**src/bcsc_regs.vh**
```
`ifndef BCSC_REGS_VH
`define BCSC_REGS_VH
// ************************************************************
// Back-EMF code layout
// ************************************************************
`define BCSC_CODE_W        7
`define BCSC_SHIFT_MSB     6
`define BCSC_SHIFT_LSB     4
`define BCSC_MANT_MSB      3
`define BCSC_MANT_LSB      0
`define BCSC_CONST_W       11
`define BCSC_CODE_RST      7'h00
`define BCSC_CODE_MAX      7'h7F
`define BCSC_CONST_MAX     11'h780
// ************************************************************
// Timing
// ************************************************************
`define BCSC_CLK_HZ        20000000
`define BCSC_BRAKE_UNIT_MS 10
`define BCSC_BRAKE_UNIT_CYC (`BCSC_CLK_HZ / 1000 * `BCSC_BRAKE_UNIT_MS)
`define BCSC_PROBE_MS      5
`define BCSC_PROBE_CYC     (`BCSC_CLK_HZ / 1000 * `BCSC_PROBE_MS)
`define BCSC_ALIGN_MS      100
`define BCSC_ALIGN_CYC     (`BCSC_CLK_HZ / 1000 * `BCSC_ALIGN_MS)
`define BCSC_TMR_W         24
`endif

```
**src/bcsc_bemf_decode.v**
```verilog
`include "bcsc_regs.vh"
module bcsc_bemf_decode (
    input  wire [6:0]  code,       // Packed back-EMF code
    output wire [10:0] weighted    // Mantissa shifted by exponent
);
    wire [2:0]  shift_exp;
    wire [3:0]  mantissa;
    assign shift_exp = code[`BCSC_SHIFT_MSB:`BCSC_SHIFT_LSB]; // see [RL14]
    assign mantissa  = code[`BCSC_MANT_MSB:`BCSC_MANT_LSB];   // see [RL14]
    // Max 15<<7 = 1920 fits 11 bits; code 1 gives 1
    assign weighted  = {7'h00, mantissa} << shift_exp; // see [RL3] see [RL4] see [RL5]
endmodule

```
**src/bcsc_start_ctrl.v**
```verilog
`include "bcsc_regs.vh"
// Operation
// [RL1] Hold back-EMF constant as a 7-bit exponent and mantissa code.
// [RL2] Host scales measured constant by 1090 before encoding.
// [RL3] Weighted constant is mantissa shifted left by exponent.
// [RL4] Code all ones means weighted value 1920.
// [RL5] Code one means weighted value one.
// [RL6] Start handles stationary, forward and reverse rotor states.
// [RL7] Stationary rotor gets position init by one of two methods.
// [RL8] Position probe finds rotor from inductance variation.
// [RL9] Align-and-go drives a fixed phase pattern to align rotor.
// [RL10] Fast forward spin with resync enabled goes straight to closed loop.
// [RL11] Reverse drive decelerates through zero then accelerates forward.
// [RL12] Without reverse drive, wait for stop or brake, as configured.
// [RL13] Stopped reverse rotor continues with stationary start path.
// [RL14] Exponent in upper three bits, mantissa in lower four.
// [RL15] Brake only if time select nonzero; exit after low current for time.
// [RL16] Brake turns on all three low-side switches.
// [RL17] Probe used when its threshold select nonzero, else align.
// [RL18] Reverse too fast returns to speed sensing to coast down.
module bcsc_start_ctrl (
    input  wire        clk,                     // 20 MHz clock
    input  wire        rst,                     // Sync reset, active high
    input  wire        start,                   // Begin start-up
    input  wire        code_load,               // Load back-EMF code
    input  wire [6:0]  bemf_constant_code,      // Code to load
    input  wire        coast_sense_en,          // Speed sensing enabled
    input  wire        resync_en,               // Forward resync enabled
    input  wire        reverse_drive_en,        // Reverse drive enabled
    input  wire [2:0]  brake_done_time_sel,     // Brake time, 0 disables
    input  wire [3:0]  position_probe_current_sel, // 0 selects align
    input  wire [1:0]  reverse_speed_limit_sel, // Reverse speed limit
    input  wire        spin_detect,             // Async: rotor moving
    input  wire        spin_forward,            // Async: direction forward
    input  wire        speed_fast,              // Async: above resync speed
    input  wire        rev_over_limit,          // Async: reverse over limit
    input  wire        phase_current_low,       // Async: below exit current
    input  wire        probe_found,             // Async: probe located rotor
    input  wire        zero_speed,              // Async: rotor reached zero
    output reg  [6:0]  bemf_code_out,           // Held code
    output reg  [10:0] bemf_weighted,           // Weighted constant
    output reg  [2:0]  low_side_on,             // Low-side switch enables
    output reg         phases_float,            // Outputs high impedance
    output reg         probe_active,            // Position probe running
    output reg         align_active,            // Align pattern applied
    output reg         reverse_drive_active,    // Reverse drive running
    output reg         accel_active,            // Open-loop acceleration
    output reg         closed_loop,             // Closed-loop drive
    output reg  [3:0]  start_state              // Current start state
);
    // ************************************************************
    // States
    // ************************************************************
    localparam S_IDLE   = 4'h0;
    localparam S_SENSE  = 4'h1;
    localparam S_DECIDE = 4'h2;
    localparam S_REVDR  = 4'h3;
    localparam S_WAIT   = 4'h4;
    localparam S_BRAKE  = 4'h5;
    localparam S_INIT   = 4'h6;
    localparam S_PROBE  = 4'h7;
    localparam S_ALIGN  = 4'h8;
    localparam S_ACCEL  = 4'h9;
    localparam S_CLOSED = 4'hA;

    // ************************************************************
    // Input synchronisers
    // ************************************************************
    reg  [6:0] sync1_reg;
    reg  [6:0] sync2_reg;
    wire [6:0] async_in;
    assign async_in = {zero_speed, probe_found, phase_current_low,
                       rev_over_limit, speed_fast, spin_forward, spin_detect};
    always @(posedge clk) begin
        if (rst) begin
            sync1_reg <= 7'h00;
            sync2_reg <= 7'h00;
        end else begin
            sync1_reg <= async_in;
            sync2_reg <= sync1_reg;
        end
    end
    wire s_spin  = sync2_reg[0];
    wire s_fwd   = sync2_reg[1];
    wire s_fast  = sync2_reg[2];
    wire s_rvhi  = sync2_reg[3];
    wire s_ilow  = sync2_reg[4];
    wire s_found = sync2_reg[5];
    wire s_zero  = sync2_reg[6];

    // ************************************************************
    // Back-EMF constant
    // ************************************************************
    reg  [6:0]  code_reg;
    wire [10:0] weighted;
    always @(posedge clk) begin
        if (rst)
            code_reg <= `BCSC_CODE_RST;
        else if (code_load)
            code_reg <= bemf_constant_code; // see [RL1]
    end
    bcsc_bemf_decode u_dec (
        .code     (code_reg),
        .weighted (weighted)
    );

    // ************************************************************
    // Start sequencer
    // ************************************************************
    reg  [3:0]  state_reg;
    reg  [3:0]  state_next;
    reg  [23:0] tmr_reg;
    reg  [23:0] tmr_next;
    wire [23:0] brake_len;
    wire        brake_en;
    wire        probe_en;
    assign brake_en = (brake_done_time_sel != 3'h0); // see [RL15]
    assign probe_en = (position_probe_current_sel != 4'h0); // see [RL17]
    wire [31:0] brake_prod;
    // Brake time scales linearly with the select; the unit is a chosen value
    assign brake_prod = brake_done_time_sel * `BCSC_BRAKE_UNIT_CYC;
    // Seven units still fit the timer, so dropping the top bits loses nothing
    assign brake_len  = brake_prod[23:0];

    always @* begin
        state_next = state_reg;
        tmr_next   = tmr_reg;
        case (state_reg)
            S_IDLE: begin
                if (start)
                    state_next = coast_sense_en ? S_SENSE : S_INIT;
            end
            S_SENSE: begin // see [RL6]
                // Coasting with outputs floating before any decision
                if (!s_spin)
                    state_next = brake_en ? S_BRAKE : S_INIT;
                else
                    state_next = S_DECIDE;
                tmr_next = 24'h000000;
            end
            S_DECIDE: begin
                if (s_fwd) begin
                    if (resync_en && s_fast)
                        state_next = S_CLOSED; // see [RL10]
                    else
                        state_next = S_SENSE;
                end else if (s_rvhi)
                    state_next = S_SENSE; // see [RL18]
                else if (reverse_drive_en)
                    state_next = S_REVDR; // see [RL11]
                else if (brake_en)
                    state_next = S_BRAKE; // see [RL12]
                else
                    state_next = S_WAIT; // see [RL12]
            end
            S_REVDR: begin
                if (s_zero)
                    state_next = S_ACCEL; // see [RL11]
            end
            S_WAIT: begin
                if (!s_spin)
                    state_next = S_INIT; // see [RL13]
            end
            S_BRAKE: begin
                // Any current spike restarts the low-current window
                if (!s_ilow)
                    tmr_next = 24'h000000;
                else if (tmr_reg >= brake_len) // see [RL15]
                    state_next = S_INIT; // see [RL13]
                else
                    tmr_next = tmr_reg + 24'h000001;
            end
            S_INIT: begin // see [RL7]
                state_next = probe_en ? S_PROBE : S_ALIGN; // see [RL17]
                tmr_next   = 24'h000000;
            end
            S_PROBE: begin // see [RL8]
                tmr_next = tmr_reg + 24'h000001;
                if (s_found || tmr_reg == `BCSC_PROBE_CYC)
                    state_next = S_ACCEL;
            end
            S_ALIGN: begin // see [RL9]
                tmr_next = tmr_reg + 24'h000001;
                if (tmr_reg == `BCSC_ALIGN_CYC)
                    state_next = S_ACCEL;
            end
            S_ACCEL: begin
                if (s_fast)
                    state_next = S_CLOSED;
            end
            S_CLOSED: begin
                if (!start)
                    state_next = S_IDLE;
            end
            default: state_next = S_IDLE;
        endcase
        // Dropping start aborts any sequence
        if (!start)
            state_next = S_IDLE;
    end

    always @(posedge clk) begin
        if (rst) begin
            state_reg            <= S_IDLE;
            tmr_reg              <= 24'h000000;
            bemf_code_out        <= `BCSC_CODE_RST;
            bemf_weighted        <= 11'h000;
            low_side_on          <= 3'h0;
            phases_float         <= 1'b1;
            probe_active         <= 1'b0;
            align_active         <= 1'b0;
            reverse_drive_active <= 1'b0;
            accel_active         <= 1'b0;
            closed_loop          <= 1'b0;
            start_state          <= S_IDLE;
        end else begin
            state_reg            <= state_next;
            tmr_reg              <= tmr_next;
            bemf_code_out        <= code_reg;
            bemf_weighted        <= weighted; // see [RL3]
            low_side_on          <= (state_next == S_BRAKE) ? 3'h7 : 3'h0; // see [RL16]
            phases_float         <= (state_next == S_IDLE) ||
                                    (state_next == S_SENSE) ||
                                    (state_next == S_DECIDE) ||
                                    (state_next == S_WAIT) ||
                                    (state_next == S_INIT);
            probe_active         <= (state_next == S_PROBE);
            align_active         <= (state_next == S_ALIGN);
            reverse_drive_active <= (state_next == S_REVDR);
            accel_active         <= (state_next == S_ACCEL);
            closed_loop          <= (state_next == S_CLOSED);
            start_state          <= state_next;
        end
    end
endmodule

```
**config.mk**
```make
export PLATFORM = sky130hd
export DESIGN_NAME = bcsc_start_ctrl
export DESIGN_NICKNAME = d
export VERILOG_FILES = /design/src/bcsc_bemf_decode.v /design/src/bcsc_start_ctrl.v
export VERILOG_INCLUDE_DIRS = /design/src
export SDC_FILE = /design/constraint.sdc
export NUM_CORES = 1
export LEC_CHECK = 0
export ABC_AREA = 1
export BUFFER_PORTS_ARGS = -buffer_cell sky130_fd_sc_hd__buf_2
export CAP_MARGIN = 0
export CORE_AREA = 2 2 94 96
export CTS_CLUSTER_SIZE = 20
export DETAILED_ROUTE_END_ITERATION = 7
export DIE_AREA = 0 0 96 98
export GPL_TIMING_DRIVEN = 1
export PLACE_DENSITY_LB_ADDON = 0.12
export SYNTH_ARGS = -nofsm -noshare
export SYNTH_HDL_FRONTEND = slang
export SYNTH_HIERARCHICAL = 1
export SYNTH_SLANG_ARGS = --single-unit
```
**constraint.sdc**
```tcl
create_clock -name clk -period 3.1 [get_ports clk]
set_clock_uncertainty 0.15 [all_clocks]
set_input_delay 0.31 -clock clk [delete_from_list [all_inputs] [get_ports clk]]
set_output_delay 0.31 -clock clk [all_outputs]
set_load 0.1 [all_outputs]
```
==> summary.txt, run 1 <==
Run status
  • Status: finished, final reports clean

Synth
  • Number of unique standard cell types used by synthesis: 39
  • Post-Synthesis Cells: 691
  • Syn_nets: 742
  • Yosys reg bits: 74
  • Average cell area after synthesis: 6.55 um^2
  • Seq/Total Area, Yosys: 32.7%
  • Post-synthesis cell area: 0.00453 mm^2
  • Ys Warns: 6

Worst setup path
  • Reg2reg start: tmr_reg[11]
  • Worst-path cell chain: buf_2, inv_1, ha_1, xor2_2, nand2_1, nand2_1, a21oi_2, xor2_1, ha_1, a21oi_1, o21a_1, nand2_1, nand2_1, nand3_2, nand2_2, nand2_4, buf_4, o21ai_0, a21oi_2
  • Critical Path End: tmr_reg[4]
  • Crit path kind: input port to flip-flop
  • Worst-path maximum fanout: 6
  • Highest-delay cell along the critical path: ha_1
  • R2r setup slk: 0.85 ns
  • Worst reg2reg endpoint: tmr_reg[4]
  • Critical path data arrival time: 2.92 ns
  • Startpoint types: input port
  • Worst Setup SP: brake_done_time_sel[0]
  • R2R depth: 12
  • Critical path's largest stage delay: 0.34 ns
  • Most used cell, CP: nand2_1
  • Crit. End Element: flip-flop
  • Critical path required time: 3.19 ns

Timing
  • Final period utilization: 91.1%
  • Final setup viols: 0
  • Slew margin rel.: 59.5%
  • Fmax: 354 MHz
  • Final WS setup: 0.276 ns
  • Tmin final: 2.82 ns
  • Worst-Margin Slew: 0.608 ns
  • Max Slew Vio Count: 0
  • Final Hold Fails: 0
  • TNS Setup: 0 ns

Floorplan
  • Core Area: 0.00847 mm^2
  • Die width: 96 um
  • Initial core utilization: 53.5%
  • FP Rows: 34
  • I/O pin count: 61
  • Die footprint: 0.00941 mm^2
  • Die H: 98 um

Layout
  • NumNets Final: 813
  • Non-filler cells, final: 875
  • Share of cells above drive strength 1: 18.3%
  • Final Util: 61.9%
  • Most frequent cells in the layout: nand2_1, nor2_1, inv_1
  • Synthesis-to-finish area growth: 15.7%
  • N_diodes: 0
  • Number of flip-flops in the largest register: 24
  • Most common cell after layout, fill and taps aside: nand2_1

Pwr
  • Seq pwr share: 44.8%
  • Peak supply drop: 0.000396 V
  • Sw Share: 32.6%
  • Comb power frac: 19.9%
  • Clock power frac: 35.4%
  • P per Cell Area: 430 mW/mm^2
  • Design Power: 2.26 mW
  • NetSw: 0.736 mW
  • Static leakage: 2.44 nW
  • Pint: 1.52 mW

Global routing
  • Total GRT Usage: 25.8%
  • Met3 global-route usage: 5.71%
  • Largest net degree at the start of global routing: 35
  • First-pass GRT wire length: 19300 um
  • Met2 Track Usage GR: 43.8%
  • Gr busiest metal: met2
  • Gr ovfl total: 0
  • Grt met1 use: 32.2%
  • Initial antenna violation count: 0
  • Number of global-route vias before repair: 4215

CTS
  • Worst skew pair latency: 0.36 ns
  • Post-CTS Setup Bufs: 0
  • TritonCTS Sinks: 74
  • Clk buf depth: 2
  • Num CTS Buffers: 9
  • Clk slew on worst S/H paths: 0.08 ns
  • Clock tree from TritonCTS: yes
  • Htree depth: 3
  • Clk root buf: clkbuf_8

Hold path
  • Worst hold-check path type: input port to flip-flop

Place
  • RD Place Congestion: 0.998
  • Dpl cells: 853
  • # port buffers: 58
  • DP Worst Slack: -0.152 ns
  • DP Wirelength: 8640 um

Detailed routing
  • Detailed-route vias per instance: 5.23
  • Number of remaining DRC errors: 0
  • Wirelength, routed: 11600 um
  • Drt first pass iters: 7
  • Wire per inst: 13.3 um
  • Final ANT Viol Nets: 0
  • Initial DRC count: 226
  • DR vias: 4575

Run
  • Max cap viols: 0
==> cell families after synthesis <==
family	synth area share, %
simple gates	37.6
fa+ha+maj	5.80
compound gates	9.14
flops	32.7
buf+inv	11.9
xor+xnor	2.90
==> area by class of cell <==
class	count	area [um^2]
inverters	107	409
flip-flops and latches	74	1480
multi-input cells	490	2530
well taps	108	135
fillers	816	3220
repair buffers	80	483
clock buffers	10	138
clock inverters	6	70.1
==> worst min-delay path by stage <==
stage	from	endpoint	slack, ns	depth (start not counted)
floorplan	sync1_reg[0]	sync2_reg[0]	0.24	2
global placement	sync1_reg[2]	sync2_reg[2]	0.24	2
detailed placement	sync1_reg[3]	sync2_reg[3]	0.24	2
CTS	zero_speed	sync1_reg[6]	0.001	3
global route	zero_speed	sync1_reg[6]	0.02	3
finish	zero_speed	sync1_reg[6]	0.009	3
==> power by group through the flow <==
stage               clock (mW)  sequential [mW]  combinational, mW
global route             0.847             1.01              0.492
floorplan                    0             1.13              0.234
detailed placement           0             1.03              0.434
CTS                      0.814             1.01              0.442
finish                   0.798             1.01              0.448
global placement             0             1.03              0.425
==> metrics by stage <==
stage / area [um^2] / hold WS [ns]
2_1_floorplan: 4530 / 0.238
3_3_place_gp: 4960 / 0.240
3_5_place_dp: 4960 / 0.243
4_1_cts: 5220 / 0.00136
5_1_grt: 5240 / 0.0150
6_report: 5240 / 0.00924
==> synthesized netlist by cell type (all sizes together) <==
library cell | count | share of area, %
nand2 | 162 | 14
nor2 | 117 | 11
inv | 106 | 8.9
dfxtp | 74 | 33
nand3 | 61 | 7.4
a21oi | 36 | 4.1
o21ai | 31 | 3.6
nor3 | 23 | 2.9
ha | 21 | 5.8
buf | 16 | 2.6
xor2 | 12 | 2.3
nand4 | 8 | 1.1
a31oi | 4 | 0.55
clkbuf | 4 | 0.33
nor4 | 3 | 0.41
xnor2 | 3 | 0.58
nand3b | 2 | 0.33
or2 | 2 | 0.28
clkinv | 1 | 0.083
o2111ai | 1 | 0.19
o21a | 1 | 0.17
o21bai | 1 | 0.17
o221ai | 1 | 0.19
o22ai | 1 | 0.14
==> per-layer routing <==
| metal | routed length (um) | up-vias |
|---|---|---|
| met1 | 5000 | 2077 |
| li1 | - | 2330 |
| met4 | 221 | 0 |
| met2 | 5710 | 142 |
| met3 | 687 | 26 |
| met5 | 0 | - |
==> what timing repair did <==
| item | CTS | global route |
|---|---|---|
| endpoints found under the hold margin | 6 | 0 |
| resized for setup | 0 | 5 |
| hold buffers | 6 | 0 |
| endpoints found under the setup margin | 0 | 29 |
==> worst max-delay path: cells and delay by family <==
kind            cells  cell delay [ns]
simple gates        7             0.60
compound gates      5             0.69
buf+inv             3             0.36
xor+xnor            2             0.34
fa+ha+maj           2             0.61
No activity file was read; power rests on OpenSTA's default activity.
==> run 2: changes to the inputs <==
--- a/config.mk
+++ b/config.mk
@@ -9,10 +9,10 @@
 export ABC_AREA = 1
 export BUFFER_PORTS_ARGS = -buffer_cell sky130_fd_sc_hd__buf_2
 export CAP_MARGIN = 0
-export CORE_AREA = 2 2 94 96
+export CORE_AREA = 2 2 133 135
 export CTS_CLUSTER_SIZE = 20
 export DETAILED_ROUTE_END_ITERATION = 7
-export DIE_AREA = 0 0 96 98
+export DIE_AREA = 0 0 135 137
 export GPL_TIMING_DRIVEN = 1
 export PLACE_DENSITY_LB_ADDON = 0.12
 export SYNTH_ARGS = -nofsm -noshare
==> run 2 against run 1 <==
Against the previous run: clock-buffer cell count did not move; sequential share of layout area fell by 1.2 points; critical path type unchanged; global-route usage fell by 12 points; sequential power barely moved; clock power rose by 30%; die area rose by 97%; worst hold slack improved by 0.010 ns; power rose by 11%; flip-flop and latch count did not move; via count fell by 4.1%; critical path depth did not move; largest cell class unchanged.
==> summary.txt, run 2 (synthesis results as in run 1) <==
CTS
  • Num CTS Buffers: 9
  • Clk buf depth: 2
  • Clk root buf: clkbuf_16
  • Htree depth: 3
  • Clk slew on worst S/H paths: 0.06 ns
  • TritonCTS Sinks: 74
  • Worst skew pair latency: 0.34 ns
  • Clock tree from TritonCTS: yes

Detailed routing
  • DR vias: 4386
  • Final ANT Viol Nets: 0
  • Detailed-route vias per instance: 4.42
  • Wirelength, routed: 12300 um
  • Number of remaining DRC errors: 0
  • Drt first pass iters: 5
  • Initial DRC count: 143
  • Wire per inst: 12.4 um

Layout
  • Most common cell after layout, fill and taps aside: nand2_1
  • Share of cells above drive strength 1: 18.8%
  • Most frequent cells in the layout: nand2_1, nor2_1, inv_1
  • N_diodes: 0
  • Final instance area: 0.00547 mm^2
  • Filler Cell Count: 1917
  • Number of flip-flops in the largest register: 24
  • Synthesis-to-finish area growth: 20.8%
  • NumNets Final: 813

Floorplan
  • I/O pin count: 61
  • Die width: 135 um
  • Core Area: 0.0171 mm^2
  • Die H: 137 um
  • Initial core utilization: 26.6%
  • FP Rows: 48
  • Die footprint: 0.0185 mm^2

Timing
  • Final Hold Fails: 0
  • Worst-Margin Slew: 0.531 ns
  • RSZ-0062 raised after global routing: false
  • Fin Hold WS: 0.0194 ns
  • Final setup viols: 0
  • Slew margin rel.: 64.3%
  • Tmin final: 2.81 ns
  • Final WS setup: 0.286 ns
  • Fmax: 355 MHz
  • Max Slew Vio Count: 0
  • Final period utilization: 90.8%

Worst setup path
  • Crit path kind: input port to flip-flop
  • Startpoint types: input port
  • Critical path data arrival time: 2.89 ns
  • Worst-path maximum fanout: 14
  • Critical path required time: 3.17 ns
  • Crit. End Element: flip-flop

Place
  • Post-DP Area: 0.00516 mm^2
  • DP Worst Slack: -0.210 ns
  • # port buffers: 58
  • DP Wirelength: 9650 um
  • RD Place Congestion: 0.923

Global routing
  • Number of global-route vias before repair: 4299
  • First-pass GRT wire length: 20800 um
  • Total GRT Usage: 14.2%
  • Gr ovfl total: 0
  • Initial antenna violation count: 0
  • Largest net degree at the start of global routing: 30

Run status
  • Status: finished, final reports clean

Run
  • Max cap viols: 0

Pwr
  • Peak supply drop: 0.000250 V
  • Static leakage: 2.49 nW
  • Design Power: 2.50 mW
  • P per Cell Area: 457 mW/mm^2

Hold path
  • Worst hold-check path type: input port to flip-flop
## run 2: cell types whose count changed in the layout (fill, tap and decap cells not counted), moves of 3 or more
cell	delta
buf_4	+5
clkbuf_16	+9
clkbuf_8	-10
dlygate4sd3_1	-6
inv_6	-3
## run 2: what timing repair did
action	in CTS	in global routing
setup endpoints to repair	0	28
hold endpoints to repair	0	0
setup buffers	0	0
hold buffers	0	0
gates resized for setup	0	4
## run 2: final timing paths
kind / from / endpoint / slack (ns) / cells after the start
hold reg to reg: sync1_reg[1] / sync2_reg[1] / 0.25 / 2
hold / removal: zero_speed / sync1_reg[6] / 0.02 / 3
setup / recovery: brake_done_time_sel[0] / tmr_reg[1] / 0.29 / 19
setup reg to reg: tmr_reg[11] / tmr_reg[1] / 0.83 / 14
## run 2: worst max-delay path, stage by stage
cell and delay [ns]:
buf_2 0.13, inv_1 0.07, ha_1 0.34, xor2_1 0.17
nand2_1 0.06, nand2_1 0.10, a21oi_2 0.15, xor2_1 0.16
ha_1 0.25, a21oi_1 0.14, o21a_1 0.12, nand2_1 0.05
nand2_1 0.06, nand3_2 0.11, nand2_2 0.11, nand2_4 0.09
buf_12 0.16, o21ai_4 0.21, nor2_1 0.08
## run 2: routing by layer
| layer | GRT usage (%) | wire (um) | vias to the layer above |
|---|---|---|---|
| li1 | - | - | 2323 |
| met1 | 18.2 | 5690 | 1943 |
| met2 | 23.9 | 5870 | 101 |
| met3 | 2.37 | 474 | 19 |
| met4 | 5.90 | 288 | 0 |
| met5 | 0 | 0 | - |
## run 2: cell type report
class | count | area, um^2 | area share, %
clock buffer | 10 | 229 | 4.18
clock inverter | 6 | 65.1 | 1.19
inverter | 107 | 409 | 7.48
multi-input combinational | 490 | 2530 | 46.2
sequential | 74 | 1480 | 27.1
tap | 225 | 282 | 5.14
timing repair buffer | 80 | 480 | 8.78
## run 2: through the flow
stage / TNS, ns / cells / utilization, %
floorplan: 0 / 691 / -
global placement: -1.68 / 976 / 30.3
detailed placement: -3.28 / 976 / 30.3
CTS: 0 / 992 / 32.0
global route: 0 / 992 / 32.1
finish: 0 / 992 / 32.1
## run 2: where the power goes
| part | internal, mW | switching (mW) |
|---|---|---|
| Sequential | 0.983 | 0.0280 |
| Combinational | 0.136 | 0.314 |
| Clock | 0.625 | 0.416 |
| Total | 1.74 | 0.758 |
